<file path="src/loader_parts.sv">
// Shared constants of the serial loader and the identification byte table.
package loader_pkg;
  localparam logic [7:0] START_MARK = 8'h3a;
  localparam logic [7:0] TYPE_DATA = 8'h00;
  localparam logic [7:0] TYPE_END = 8'h01;
  localparam logic [7:0] TYPE_EXT = 8'h02;
  localparam logic [7:0] EXT_LEN = 8'h02;
  localparam logic [7:0] END_LEN = 8'h00;
  localparam logic [15:0] EXT_LIMIT = 16'h1000;
  localparam logic [15:0] PW_AREA_LO = 16'hc000;
  localparam logic [15:0] PW_AREA_HI = 16'hff9f;
  localparam logic [15:0] PW_LIMIT = 16'hffa0;
  localparam logic [15:0] BLANK_LO = 16'hffe0;
  localparam logic [15:0] BLANK_HI = 16'hffff;
  localparam logic [7:0] ERASED = 8'hff;
  localparam logic [7:0] PW_MIN = 8'h08;
  localparam logic [7:0] ZERO_BYTE = 8'h00;
  localparam logic [7:0] ONE_BYTE = 8'h01;
  localparam logic [3:0] ID_LAST = 4'hc;
  localparam logic [2:0] ADDR_LAST = 3'h3;
  localparam logic [7:0] ID_COUNT = 8'h0a;
  localparam logic [7:0] ID_ADDR_LEN = 8'h02;
  localparam logic [7:0] ID_RSV0 = 8'h1d;
  localparam logic [7:0] ID_RSV = 8'h00;
  localparam logic [7:0] ID_BLOCKS = 8'h01;
  localparam logic [15:0] ROM_START = 16'hc000;
  localparam logic [15:0] ROM_END = 16'hffff;

  typedef enum logic [1:0] {
    MODE_WRITE = 2'b00,
    MODE_RAMLOAD = 2'b01,
    MODE_ERASE = 2'b10,
    MODE_ID = 2'b11
  } mode_t;

  typedef enum logic [4:0] {
    S_IDLE = 5'b00000,
    S_ID_TX = 5'b00001,
    S_BLANK_RD = 5'b00010,
    S_BLANK_CHK = 5'b00011,
    S_ADDR_RX = 5'b00100,
    S_ADDR_CHK = 5'b00101,
    S_CNT_RD = 5'b00110,
    S_CNT_CHK = 5'b00111,
    S_PW_RD = 5'b01000,
    S_PW_RX = 5'b01001,
    S_HEX_WAIT = 5'b01010,
    S_HEX_LEN = 5'b01011,
    S_HEX_AH = 5'b01100,
    S_HEX_AL = 5'b01101,
    S_HEX_TYPE = 5'b01110,
    S_HEX_DATA = 5'b01111,
    S_HEX_SUM = 5'b10000,
    S_SUM_TX = 5'b10001,
    S_HALT = 5'b10010
  } state_t;
endpackage

////////////////////////////////////////////////////////////////////////////
module id_response_rom
  import loader_pkg::*;
(
  input wire logic [3:0] idx,
  output logic [7:0] id_byte
);
  localparam logic [7:0] ID_SUM = 8'(ID_ADDR_LEN + ID_RSV0 + ID_RSV + ID_RSV
    + ID_RSV + ID_BLOCKS + ROM_START[15:8] + ROM_START[7:0] + ROM_END[15:8]
    + ROM_END[7:0]);

  // The last byte makes bytes three through thirteen sum to zero.
  always_comb begin
    case (idx)
      4'h0: id_byte = START_MARK;
      4'h1: id_byte = ID_COUNT;
      4'h2: id_byte = ID_ADDR_LEN;
      4'h3: id_byte = ID_RSV0;
      4'h4: id_byte = ID_RSV;
      4'h5: id_byte = ID_RSV;
      4'h6: id_byte = ID_RSV;
      4'h7: id_byte = ID_BLOCKS;
      4'h8: id_byte = ROM_START[15:8];
      4'h9: id_byte = ROM_START[7:0];
      4'ha: id_byte = ROM_END[15:8];
      4'hb: id_byte = ROM_END[7:0];
      4'hc: id_byte = 8'(ZERO_BYTE - ID_SUM);
      default: id_byte = ZERO_BYTE;
    endcase
  end
endmodule

</file>
<file path="src/serial_loader.sv">
// Record checker, password verifier and identification sender of the loader.
// How it works
// After checksum, drop bytes until 3AH.
// Controller waits for two checksum bytes.
// Receive or format error halts silently.
// Record type beyond 00H..02H is error.
// Bad record checksum is a format error.
// Extended record length must be 02H.
// Data after extended address 1000H+ errors.
// End record length must be 00H.
// Password addresses stay within C000H..FF9FH.
// All FFH at FFE0H..FFFFH means blank.
// Controller always sends both password addresses.
// Non-blank: length eight, start within limit; code accepts lengths of eight or more.
// Three equal stored bytes is password error.
// Mismatching password byte halts silently.
// Only reset leaves a password halt.
// Blank write/load takes records right away.
// Controller sends no password when erasing blank.
// Count byte, then password bytes in flash.
// Identification is thirteen bytes in order.
// Last identification byte is two's complement.
// Developers should keep one fixed password.
// Password halt stops link without code.
// Halted device neither sends nor acts.
module serial_loader
  import loader_pkg::*;
(
  input wire logic core_clk,
  input wire logic reset_n,
  input wire logic cmd_start,
  input wire logic [1:0] cmd_mode,
  input wire logic rx_valid,
  input wire logic [7:0] rx_data,
  input wire logic rx_error,
  output logic tx_valid,
  output logic [7:0] tx_data,
  input wire logic tx_ready,
  output logic [15:0] flash_addr,
  input wire logic [7:0] flash_rdata,
  input wire logic [15:0] sum_word,
  output logic rec_valid,
  output logic [15:0] rec_addr,
  output logic [7:0] rec_data,
  output logic blank,
  output logic done,
  output logic halted
);
  typedef struct packed {
    state_t state;
    mode_t mode;
    logic [7:0] cnt;
    logic [7:0] len;
    logic [7:0] rtype;
    logic [7:0] sum;
    logic [15:0] addr;
    logic [15:0] ext;
    logic [15:0] pn;
    logic [15:0] pc;
    logic [7:0] n;
    logic [7:0] prev1;
    logic [7:0] prev2;
    logic blank;
    logic tx_valid;
    logic [7:0] tx_data;
    logic [15:0] flash_addr;
    logic rec_valid;
    logic [15:0] rec_addr;
    logic [7:0] rec_data;
    logic done;
    logic halted;
  } loader_t;

  loader_t s_q;
  loader_t s_d;
  logic [7:0] id_byte;
  logic rx_ok;
  logic [7:0] sum_next;

  function automatic logic in_pw_area(input logic [15:0] a);
    in_pw_area = (a >= PW_AREA_LO) && (a <= PW_AREA_HI);
  endfunction

  function automatic logic receiving(input state_t st);
    receiving = (st == S_ADDR_RX) || (st == S_PW_RX) || (st == S_HEX_WAIT)
      || (st == S_HEX_LEN) || (st == S_HEX_AH) || (st == S_HEX_AL)
      || (st == S_HEX_TYPE) || (st == S_HEX_DATA) || (st == S_HEX_SUM);
  endfunction

  id_response_rom id_rom (
    .idx(s_q.cnt[3:0]),
    .id_byte(id_byte)
  );

  assign rx_ok = rx_valid && !rx_error;
  assign sum_next = 8'(s_q.sum + rx_data);

  ////////////////////////////////////////////////////////////////////////////
  always_comb begin
    s_d = s_q;
    s_d.rec_valid = 1'b0;
    s_d.done = 1'b0;
    case (s_q.state)
      S_IDLE: begin
        if (cmd_start) begin
          s_d.mode = mode_t'(cmd_mode);
          s_d.cnt = ZERO_BYTE;
          if (mode_t'(cmd_mode) == MODE_ID) begin
            s_d.state = S_ID_TX;
          end else begin
            s_d.blank = 1'b1;
            s_d.flash_addr = BLANK_LO;
            s_d.state = S_BLANK_RD;
          end
        end
      end
      S_ID_TX: begin
        if (!s_q.tx_valid) begin
          s_d.tx_valid = 1'b1;
          s_d.tx_data = id_byte;
        end else if (tx_ready) begin
          s_d.tx_valid = 1'b0;
          s_d.cnt = 8'(s_q.cnt + ONE_BYTE);
          if (s_q.cnt[3:0] == ID_LAST) begin
            s_d.done = 1'b1;
            s_d.state = S_IDLE;
          end
        end
      end
      S_BLANK_RD: begin
        s_d.state = S_BLANK_CHK;
      end
      S_BLANK_CHK: begin
        if (flash_rdata != ERASED) begin
          s_d.blank = 1'b0;
        end
        if (s_q.flash_addr == BLANK_HI) begin
          s_d.state = S_ADDR_RX;
        end else begin
          s_d.flash_addr = 16'(s_q.flash_addr + 16'h0001);
          s_d.state = S_BLANK_RD;
        end
      end
      S_ADDR_RX: begin
        if (rx_ok) begin
          if (s_q.cnt[1]) begin
            s_d.pc = {s_q.pc[7:0], rx_data};
          end else begin
            s_d.pn = {s_q.pn[7:0], rx_data};
          end
          s_d.cnt = 8'(s_q.cnt + ONE_BYTE);
          if (s_q.cnt[2:0] == ADDR_LAST) begin
            s_d.state = S_ADDR_CHK;
          end
        end
      end
      S_ADDR_CHK: begin
        s_d.cnt = ZERO_BYTE;
        if (!in_pw_area(s_q.pn) || !in_pw_area(s_q.pc)) begin
          s_d.state = S_HALT;
        end else if (s_q.blank) begin
          if (s_q.mode == MODE_ERASE) begin
            s_d.done = 1'b1;
            s_d.state = S_IDLE;
          end else begin
            s_d.state = S_HEX_WAIT;
          end
        end else begin
          s_d.flash_addr = s_q.pn;
          s_d.state = S_CNT_RD;
        end
      end
      S_CNT_RD: begin
        s_d.state = S_CNT_CHK;
      end
      S_CNT_CHK: begin
        s_d.n = flash_rdata;
        if (flash_rdata < PW_MIN
            || s_q.pc > 16'(PW_LIMIT - {8'h00, flash_rdata})) begin
          s_d.state = S_HALT;
        end else begin
          s_d.flash_addr = s_q.pc;
          s_d.state = S_PW_RD;
        end
      end
      S_PW_RD: begin
        s_d.state = S_PW_RX;
      end
      S_PW_RX: begin
        if (rx_ok) begin
          s_d.prev1 = flash_rdata;
          s_d.prev2 = s_q.prev1;
          if (s_q.cnt >= 8'h02 && flash_rdata == s_q.prev1
              && s_q.prev1 == s_q.prev2) begin
            s_d.state = S_HALT;
          end else if (rx_data != flash_rdata) begin
            s_d.state = S_HALT;
          end else if (8'(s_q.cnt + ONE_BYTE) == s_q.n) begin
            if (s_q.mode == MODE_ERASE) begin
              s_d.done = 1'b1;
              s_d.state = S_IDLE;
            end else begin
              s_d.state = S_HEX_WAIT;
            end
          end else begin
            s_d.cnt = 8'(s_q.cnt + ONE_BYTE);
            s_d.flash_addr = 16'(s_q.flash_addr + 16'h0001);
            s_d.state = S_PW_RD;
          end
        end
      end
      S_HEX_WAIT: begin
        if (rx_ok && rx_data == START_MARK) begin
          s_d.sum = ZERO_BYTE;
          s_d.state = S_HEX_LEN;
        end
      end
      S_HEX_LEN: begin
        if (rx_ok) begin
          s_d.len = rx_data;
          s_d.sum = sum_next;
          s_d.state = S_HEX_AH;
        end
      end
      S_HEX_AH: begin
        if (rx_ok) begin
          s_d.addr = {rx_data, s_q.addr[7:0]};
          s_d.sum = sum_next;
          s_d.state = S_HEX_AL;
        end
      end
      S_HEX_AL: begin
        if (rx_ok) begin
          s_d.addr = {s_q.addr[15:8], rx_data};
          s_d.sum = sum_next;
          s_d.state = S_HEX_TYPE;
        end
      end
      S_HEX_TYPE: begin
        if (rx_ok) begin
          s_d.rtype = rx_data;
          s_d.sum = sum_next;
          s_d.cnt = ZERO_BYTE;
          if (rx_data > TYPE_EXT) begin
            s_d.state = S_HALT;
          end else if (rx_data == TYPE_EXT && s_q.len != EXT_LEN) begin
            s_d.state = S_HALT;
          end else if (rx_data == TYPE_END && s_q.len != END_LEN) begin
            s_d.state = S_HALT;
          end else if (rx_data == TYPE_DATA && s_q.ext >= EXT_LIMIT) begin
            s_d.state = S_HALT;
          end else if (s_q.len == ZERO_BYTE) begin
            s_d.state = S_HEX_SUM;
          end else begin
            s_d.state = S_HEX_DATA;
          end
        end
      end
      S_HEX_DATA: begin
        if (rx_ok) begin
          s_d.sum = sum_next;
          if (s_q.rtype == TYPE_EXT) begin
            s_d.ext = {s_q.ext[7:0], rx_data};
          end else begin
            s_d.rec_valid = 1'b1;
            s_d.rec_addr = 16'(s_q.addr + {8'h00, s_q.cnt});
            s_d.rec_data = rx_data;
          end
          s_d.cnt = 8'(s_q.cnt + ONE_BYTE);
          if (8'(s_q.cnt + ONE_BYTE) == s_q.len) begin
            s_d.state = S_HEX_SUM;
          end
        end
      end
      S_HEX_SUM: begin
        if (rx_ok) begin
          s_d.cnt = ZERO_BYTE;
          if (sum_next != ZERO_BYTE) begin
            s_d.state = S_HALT;
          end else if (s_q.rtype == TYPE_END) begin
            s_d.state = S_SUM_TX;
          end else begin
            s_d.state = S_HEX_WAIT;
          end
        end
      end
      S_SUM_TX: begin
        if (!s_q.tx_valid) begin
          s_d.tx_valid = 1'b1;
          s_d.tx_data = s_q.cnt[0] ? sum_word[7:0] : sum_word[15:8];
        end else if (tx_ready) begin
          s_d.tx_valid = 1'b0;
          s_d.cnt = 8'(s_q.cnt + ONE_BYTE);
          if (s_q.cnt[0]) begin
            s_d.done = 1'b1;
            s_d.state = S_IDLE;
          end
        end
      end
      S_HALT: begin
        s_d.tx_valid = 1'b0;
      end
      default: begin
        s_d.state = S_HALT;
      end
    endcase
    if (rx_valid && rx_error && receiving(s_q.state)) begin
      s_d.state = S_HALT;
      s_d.rec_valid = 1'b0;
    end
    s_d.halted = (s_d.state == S_HALT);
  end

  always_ff @(posedge core_clk or negedge reset_n) begin
    if (!reset_n) begin
      s_q <= '0;
    end else begin
      s_q <= s_d;
    end
  end

  assign tx_valid = s_q.tx_valid;
  assign tx_data = s_q.tx_data;
  assign flash_addr = s_q.flash_addr;
  assign rec_valid = s_q.rec_valid;
  assign rec_addr = s_q.rec_addr;
  assign rec_data = s_q.rec_data;
  assign blank = s_q.blank;
  assign done = s_q.done;
  assign halted = s_q.halted;
endmodule

</file>
<file path="config.mk">
export PLATFORM = sky130hd
export DESIGN_NAME = serial_loader
export DESIGN_NICKNAME = d
export VERILOG_FILES = /design/src/loader_parts.sv /design/src/serial_loader.sv
export SDC_FILE = /design/constraint.sdc
export NUM_CORES = 1
export LEC_CHECK = 0
export BUFFER_PORTS_ARGS = -buffer_cell sky130_fd_sc_hd__buf_2
export CAP_MARGIN = 10
export CORE_MARGIN = 2
export CORE_UTILIZATION = 39
export DETAILED_ROUTE_END_ITERATION = 8
export GPL_TIMING_DRIVEN = 1
export PLACE_DENSITY_LB_ADDON = 0.12
export SLEW_MARGIN = 0
export SYNTH_ARGS = -nofsm -noshare
export SYNTH_HDL_FRONTEND = slang
export SYNTH_SLANG_ARGS = --single-unit
</file>
<file path="constraint.sdc">
create_clock -name core_clk -period 6 [get_ports core_clk]
set_input_delay 0.3 -clock core_clk [delete_from_list [all_inputs] [get_ports core_clk]]
set_output_delay 0.3 -clock core_clk [all_outputs]
set_load 0.02 [all_outputs]
</file>
# After elaboration in Yosys (flattened, before gate mapping)
# Memories as Yosys holds them, arrays and structs flattened.
# Index checks and enable logic that the tools add are counted.
[word_totals]
regBits = 180
mem_bits_ro = 128
in_bits = 40
out_inout_bits = 53
word_cells = 246
mem_count = 1
[op_classes]
n_addsub = 5
n_lt_le_gt_ge = 9
eq_ne = 58
n_mux = 92
bitwise = 4
n_reduce_logical = 54
[mem_list]
columns = ["memory", "depth", "width", "read_ports", "rd_ports_with_merged_regs", "write_ports", "line", "rtl"]
rows = [
  ["(no name shown)", 16, 8, 1, 0, 0, "loader_parts.sv:72", "case (idx)"],
]
[ops]
columns = ["cell", "n"]
rows = [
  ["16-bit 2-to-1 mux", 10],
  ["5-bit 2-to-1 mux", 30],
  ["8-bit 2-to-1 mux", 14],
  ["5-bit one-hot mux with 19 select lines", 1],
  ["16-bit one-hot mux with 5 select lines", 1],
  ["25-bit 2-to-1 mux", 3],
  ["24-bit 2-to-1 mux", 2],
  ["8-bit one-hot mux with 6 select lines", 1],
  ["5-bit by 4-bit == test with 1-bit output (second input constant)", 8],
  ["8-bit one-hot mux with 5 select lines", 1],
  ["2-bit != test (second input constant)", 17],
  ["8-bit == test", 4],
  ["16-bit >= comparator (second input constant)", 2],
  ["16-bit <= comparator (second input constant)", 2],
  ["16-bit one-hot mux with 2 select lines", 1],
  ["3-bit AND reduction", 7],
  ["5-bit by 3-bit == test with 1-bit output (second input constant)", 4],
  ["5-bit == test (second input constant)", 4],
  ["1-bit 2-to-1 mux", 19],
  ["16-bit by 1-bit adder with 16-bit output (second input constant)", 1],
  ["16-bit by 8-bit adder with 16-bit output", 1],
  ["16-bit == test (second input constant)", 1],
  ["8-bit by 1-bit == test with 1-bit output (second input constant)", 2],
  ["8-bit by 2-bit == test with 1-bit output (second input constant)", 2],
  ["41 further kinds", 84],
]

# Longest topological paths before layout
[logic_depth]
ltp_word = 12
depth_mapped = 16
mapped_depth_nobuf = 14

# By module
# A second synthesis with hierarchy kept.
[hier_totals]
hier_cells = 1104
hier_area_um2 = 10548.9
[modules_own_cells]
columns = ["module", "n_inst", "cells_per_inst", "area_each_um2", "seq_area_each_um2"]
rows = [
  ["serial_loader", 1, 1082, 10393.7, 4304.1],
  ["id_response_rom", 1, 22, 155.1, 0.0],
]

# Least setup slack after synthesis
# No wires, ideal clock.
[synth_path]
kind = "input-to-reg"
startpoint = "input flash_rdata[2]"
endpoint = "register s_q, in the netlist flash_addr[7]"
setup_ps = 119
arrival_time_ps = 3061
t_required_ps = 5881
path_slack_ps = 2819
cell_stages = 16
path_buffers = 2
cell_sequence = "clkbuf_1 nor2_1 nand3_1 o21a_1 nor2_1 xnor2_1 ha_1 a21o_1 a21oi_1 o2111ai_1 a31oi_1 a211o_1 nor3b_4 buf_4 mux2i_1 nand2_1"
[synth_between]
elab_chain_len = 5
elab_cells_between_ends = 12
cone_classes = "add/sub: 1; order compare: 2; eq/ne: 5; reduce/logical: 4"
[synth_rtl]
columns = ["item", "line", "rtl"]
rows = [
  ["start, declared", "serial_loader.sv:40", "input wire logic [7:0] flash_rdata,"],
  ["8-bit by 9-bit subtractor with 10-bit output or 8-bit == test (tied branches)", "serial_loader.sv:179, serial_loader.sv:193", ""],
  ["16-bit greater-than comparator or 1-bit logical AND (tied branches)", "serial_loader.sv:179, serial_loader.sv:193", ""],
  ["1-bit logical OR or 1-bit logical AND (tied branches)", "serial_loader.sv:179, serial_loader.sv:194", ""],
  ["2-bit != test (no line)", "-", ""],
  ["11-bit AND reduction (no line) (*)", "-", ""],
  ["end signal, assigned", "serial_loader.sv:316", "s_q <= '0;"],
  ["end signal, assigned", "serial_loader.sv:318", "s_q <= s_d;"],
  ["end, declared", "serial_loader.sv:74", "loader_t s_q;"],
]
# Every way passes the cells marked *; elsewhere a longest branch is shown, timed or not.
# A chain may end at the register's enable or synchronous reset.

# Worst setup path after layout
[layout_path]
startpoint = "register s_q[166] (netlist bit)"
endpoint = "register s_q, in the netlist flash_addr[2]"
[layout_between]
elab_chain_len = 5
elab_cells_between_ends = 8
cone_classes = "add/sub: 1; order compare: 1; eq/ne: 3; reduce/logical: 3"
[layout_rtl]
columns = ["item"]
rows = [
  ["branches (longest 4 deep; another with 8-bit by 1-bit adder with 8-bit output)"],
  ["11-bit AND reduction (no line) (*)"],
]
# Every way passes the cells marked *.

==> summary.txt <==
Period Utilization, post-route = 65.0%
Die area = 28,300 µm²
Register area = 4300 µm²
CTS clock-pin slew for the worst setup and hold paths = 70 ps
Static Leak = 5.40 nW
Unrepaired setup endpoints after global routing = no
Routability cong. = 0.893
H-tree levels = 4
Sequential-to-total area share from yosys stat = 41.0%
VDD IR max = 0.136 mV
Hold_sp = cmd_mode[1]
CP Launch Type = flop
Cts repair resizes = 0
Synthesized area = 10,500 µm²
Final hold viol count = 0
Clock sinks = 172
Vias per inst = 5.59
Commonest non-fill, non-tap cells in the layout = 172 x dfrtp_1, 112 x nand2_1, 106 x mux2_2
Number of synthesized register bits = 172
Die H = 168 µm
Final Net Count = 1,164
Area grow syn2layout = 8.91%
Setup TNS = 0 ps
Largest net degree at the start of global routing = 79
Post-Syn Nets = 1,148
Asr flop ratio synth = 100%
Total GRT Usage = 20.8%
Fin Clk Skew = 13.7 ps
FMAX = 0.256 GHz
DR vias = 8,049
Reg2Reg Setup Slack = 2100 ps
Utilization after layout = 42.8%
Max cap viols = 0
Die X = 168 µm
Pwr/cell area = 209 nW/µm²
Max Slew Vio Count = 0
Hold Path End = s_q[174]$_DFFE_PN0P_
CTS root buf = clkbuf_16
CTS Buf Count = 17
Antenna violations before repair = 0
Outcome = completed
Endpoints failing setup = 0
Core Region = 26,700 µm²
Most common cell after layout, fill and taps aside = dfrtp_1
Port bufs = 92
CP required = 6320 ps
CTS max path bufs = 2
Final wirelength = 28,700 µm
Reg2reg path depth = 10
Antenna Nets Post-Route = 0
Total of warnings raised by yosys = 0
Area of the multi-input gates = 5470 µm²
Crit path kind = reg -> reg
# diodes = 0
Netlist cell types = 75
DRT iter0 DRCs = 716
Cts hold-fix bufs = 1
Fillcell total = 2,664
# rows = 60
Max FO, Critical Path = 28
First-pass GRT wire length = 46,000 µm
Wire per inst = 19.9 µm
Gr ovfl total = 0
Starting Density = 39.3%
Top FF cell, synth = dfrtp_1
Crit path DAT = 4220 ps
Share of layout cells above drive strength 1 = 22.7%
Final min period = 3900 ps
Detailed-router iteration count before antenna repair = 5
Vias in the first global route = 7,906
RR Endpoint = flash_addr[2]$_DFFE_PN0P_
Post-CTS Repair Setup Buffers = 0
Clk_lat worst skew = 440 ps
DRC = 0
Worst hold path depth = 2
Worst Setup End Kind = flop
Worst hold-check path type = in -> reg
Number of synthesized flops with an enable pin = 0
Slew headroom = 27.7%
Io pins = 93
DP HPWL = 20,000 µm
Syn avg cell area = 9.81 µm²
Worst-Margin Slew = 1080 ps
Post-Synthesis Cells = 1,071
CTS tree = built
Worst r2r src = s_q[166]$_DFFE_PN0P_
[kinds of logic after synthesis]
kind of cell	Yosys count	share of synthesized area, %
AOI/OAI and AO/OA	219	13.5
xor gates and xnor gates	49	5.40
adders and majority gates	37	4.55
buffers and inverters	136	6.89
DFF	172	41.0
muxes	126	13.3
and+or+nand+nor	332	15.4
[synthesized netlist by cell type, types with 7 or more instances]
cell type	n	area, µm²
nand2_1	112	420
buf_4	49	368
mux2_2	106	1190
buf_2	17	85.1
o22ai_1	11	68.8
a211oi_1	13	97.6
xnor2_1	16	140
a31oi_1	11	68.8
ha_1	35	438
mux2i_1	20	200
and3_1	14	87.6
o21ai_0	72	360
or3_1	11	68.8
xnor3_1	10	225
nor4_1	12	75.1
clkbuf_1	35	131
nand3_1	42	210
nor2_1	72	270
a21oi_1	33	165
inv_1	29	109
nand4_1	11	68.8
o41ai_1	8	70.1
nor3_1	16	80.1
xor2_1	23	201
dfrtp_1	172	4300
o211ai_1	10	75.1
nor2b_1	8	50.1
o21bai_1	7	52.6
[final cells by class]
cell class / count / share of cell area, %
clock inverters: 13 / 1.18
multi-input cells: 763 / 47.9
well taps: 341 / 3.73
repair buffers: 103 / 4.82
inverters: 30 / 0.985
flip-flops and latches: 172 / 37.6
clock buffers: 19 / 3.79
[power breakdown]
| group | switching (mW) | internal [mW] |
|---|---|---|
| logic | 0.0826 | 0.0380 |
| registers | 0.00400 | 1.16 |
| clock network | 0.520 | 0.585 |
| total | 0.607 | 1.79 |
[critical path: stages, from the launching register on]
cell     delay [ps]
dfrtp_1         700
inv_1           320
ha_1            530
xor2_1          190
nor3_1           70
and3_1          140
nand4_1         210
a31oi_1         250
nor3b_4         940
o21ai_0         210
a22o_1          230
[sequential cells by signal, summed over array words and instances (netlist names)]
name and count:
tx_valid 1, rec_data 8, s_q 119, tx_data 8, done 1, rec_addr 16
blank 1, rec_valid 1, flash_addr 16, halted 1
[metal layers]
metal  routed length, µm  GRT usage (%)
met1               14300           30.9
met2               12800           31.7
met3                1140           3.06
met4                 404           5.81
met5                   0              0
[stage by stage]
step | setup slack, ps | area (µm²) | std cells | hold slack [ps] | power (mW)
floorplan | 2820 | 10500 | 1071 | 4.41 | 1.24
finish | 2100 | 11400 | 1441 | 112 | 2.39
global route | 1810 | 11400 | 1441 | 113 | 2.48
CTS | 2060 | 11400 | 1441 | 99.4 | 2.42
global placement | 1980 | 10900 | 1408 | 264 | 1.31
detailed placement | 1940 | 10900 | 1408 | 263 | 1.31
[worst max-delay path by stage]
stage / from / endpoint / slack [ps] / cells after the start
global route: s_q[178]$_DFF_PN0_ / flash_addr[0]$_DFFE_PN0P_ / 1810 / 8
global placement: flash_rdata[2] / flash_addr[2]$_DFFE_PN0P_ / 1980 / 15
detailed placement: flash_rdata[2] / flash_addr[2]$_DFFE_PN0P_ / 1940 / 15
CTS: s_q[166]$_DFFE_PN0P_ / flash_addr[0]$_DFFE_PN0P_ / 2060 / 10
floorplan: flash_rdata[2] / flash_addr[7]$_DFFE_PN0P_ / 2820 / 16
finish: s_q[166]$_DFFE_PN0P_ / flash_addr[2]$_DFFE_PN0P_ / 2100 / 10
(Power assumes the default switching activity.)
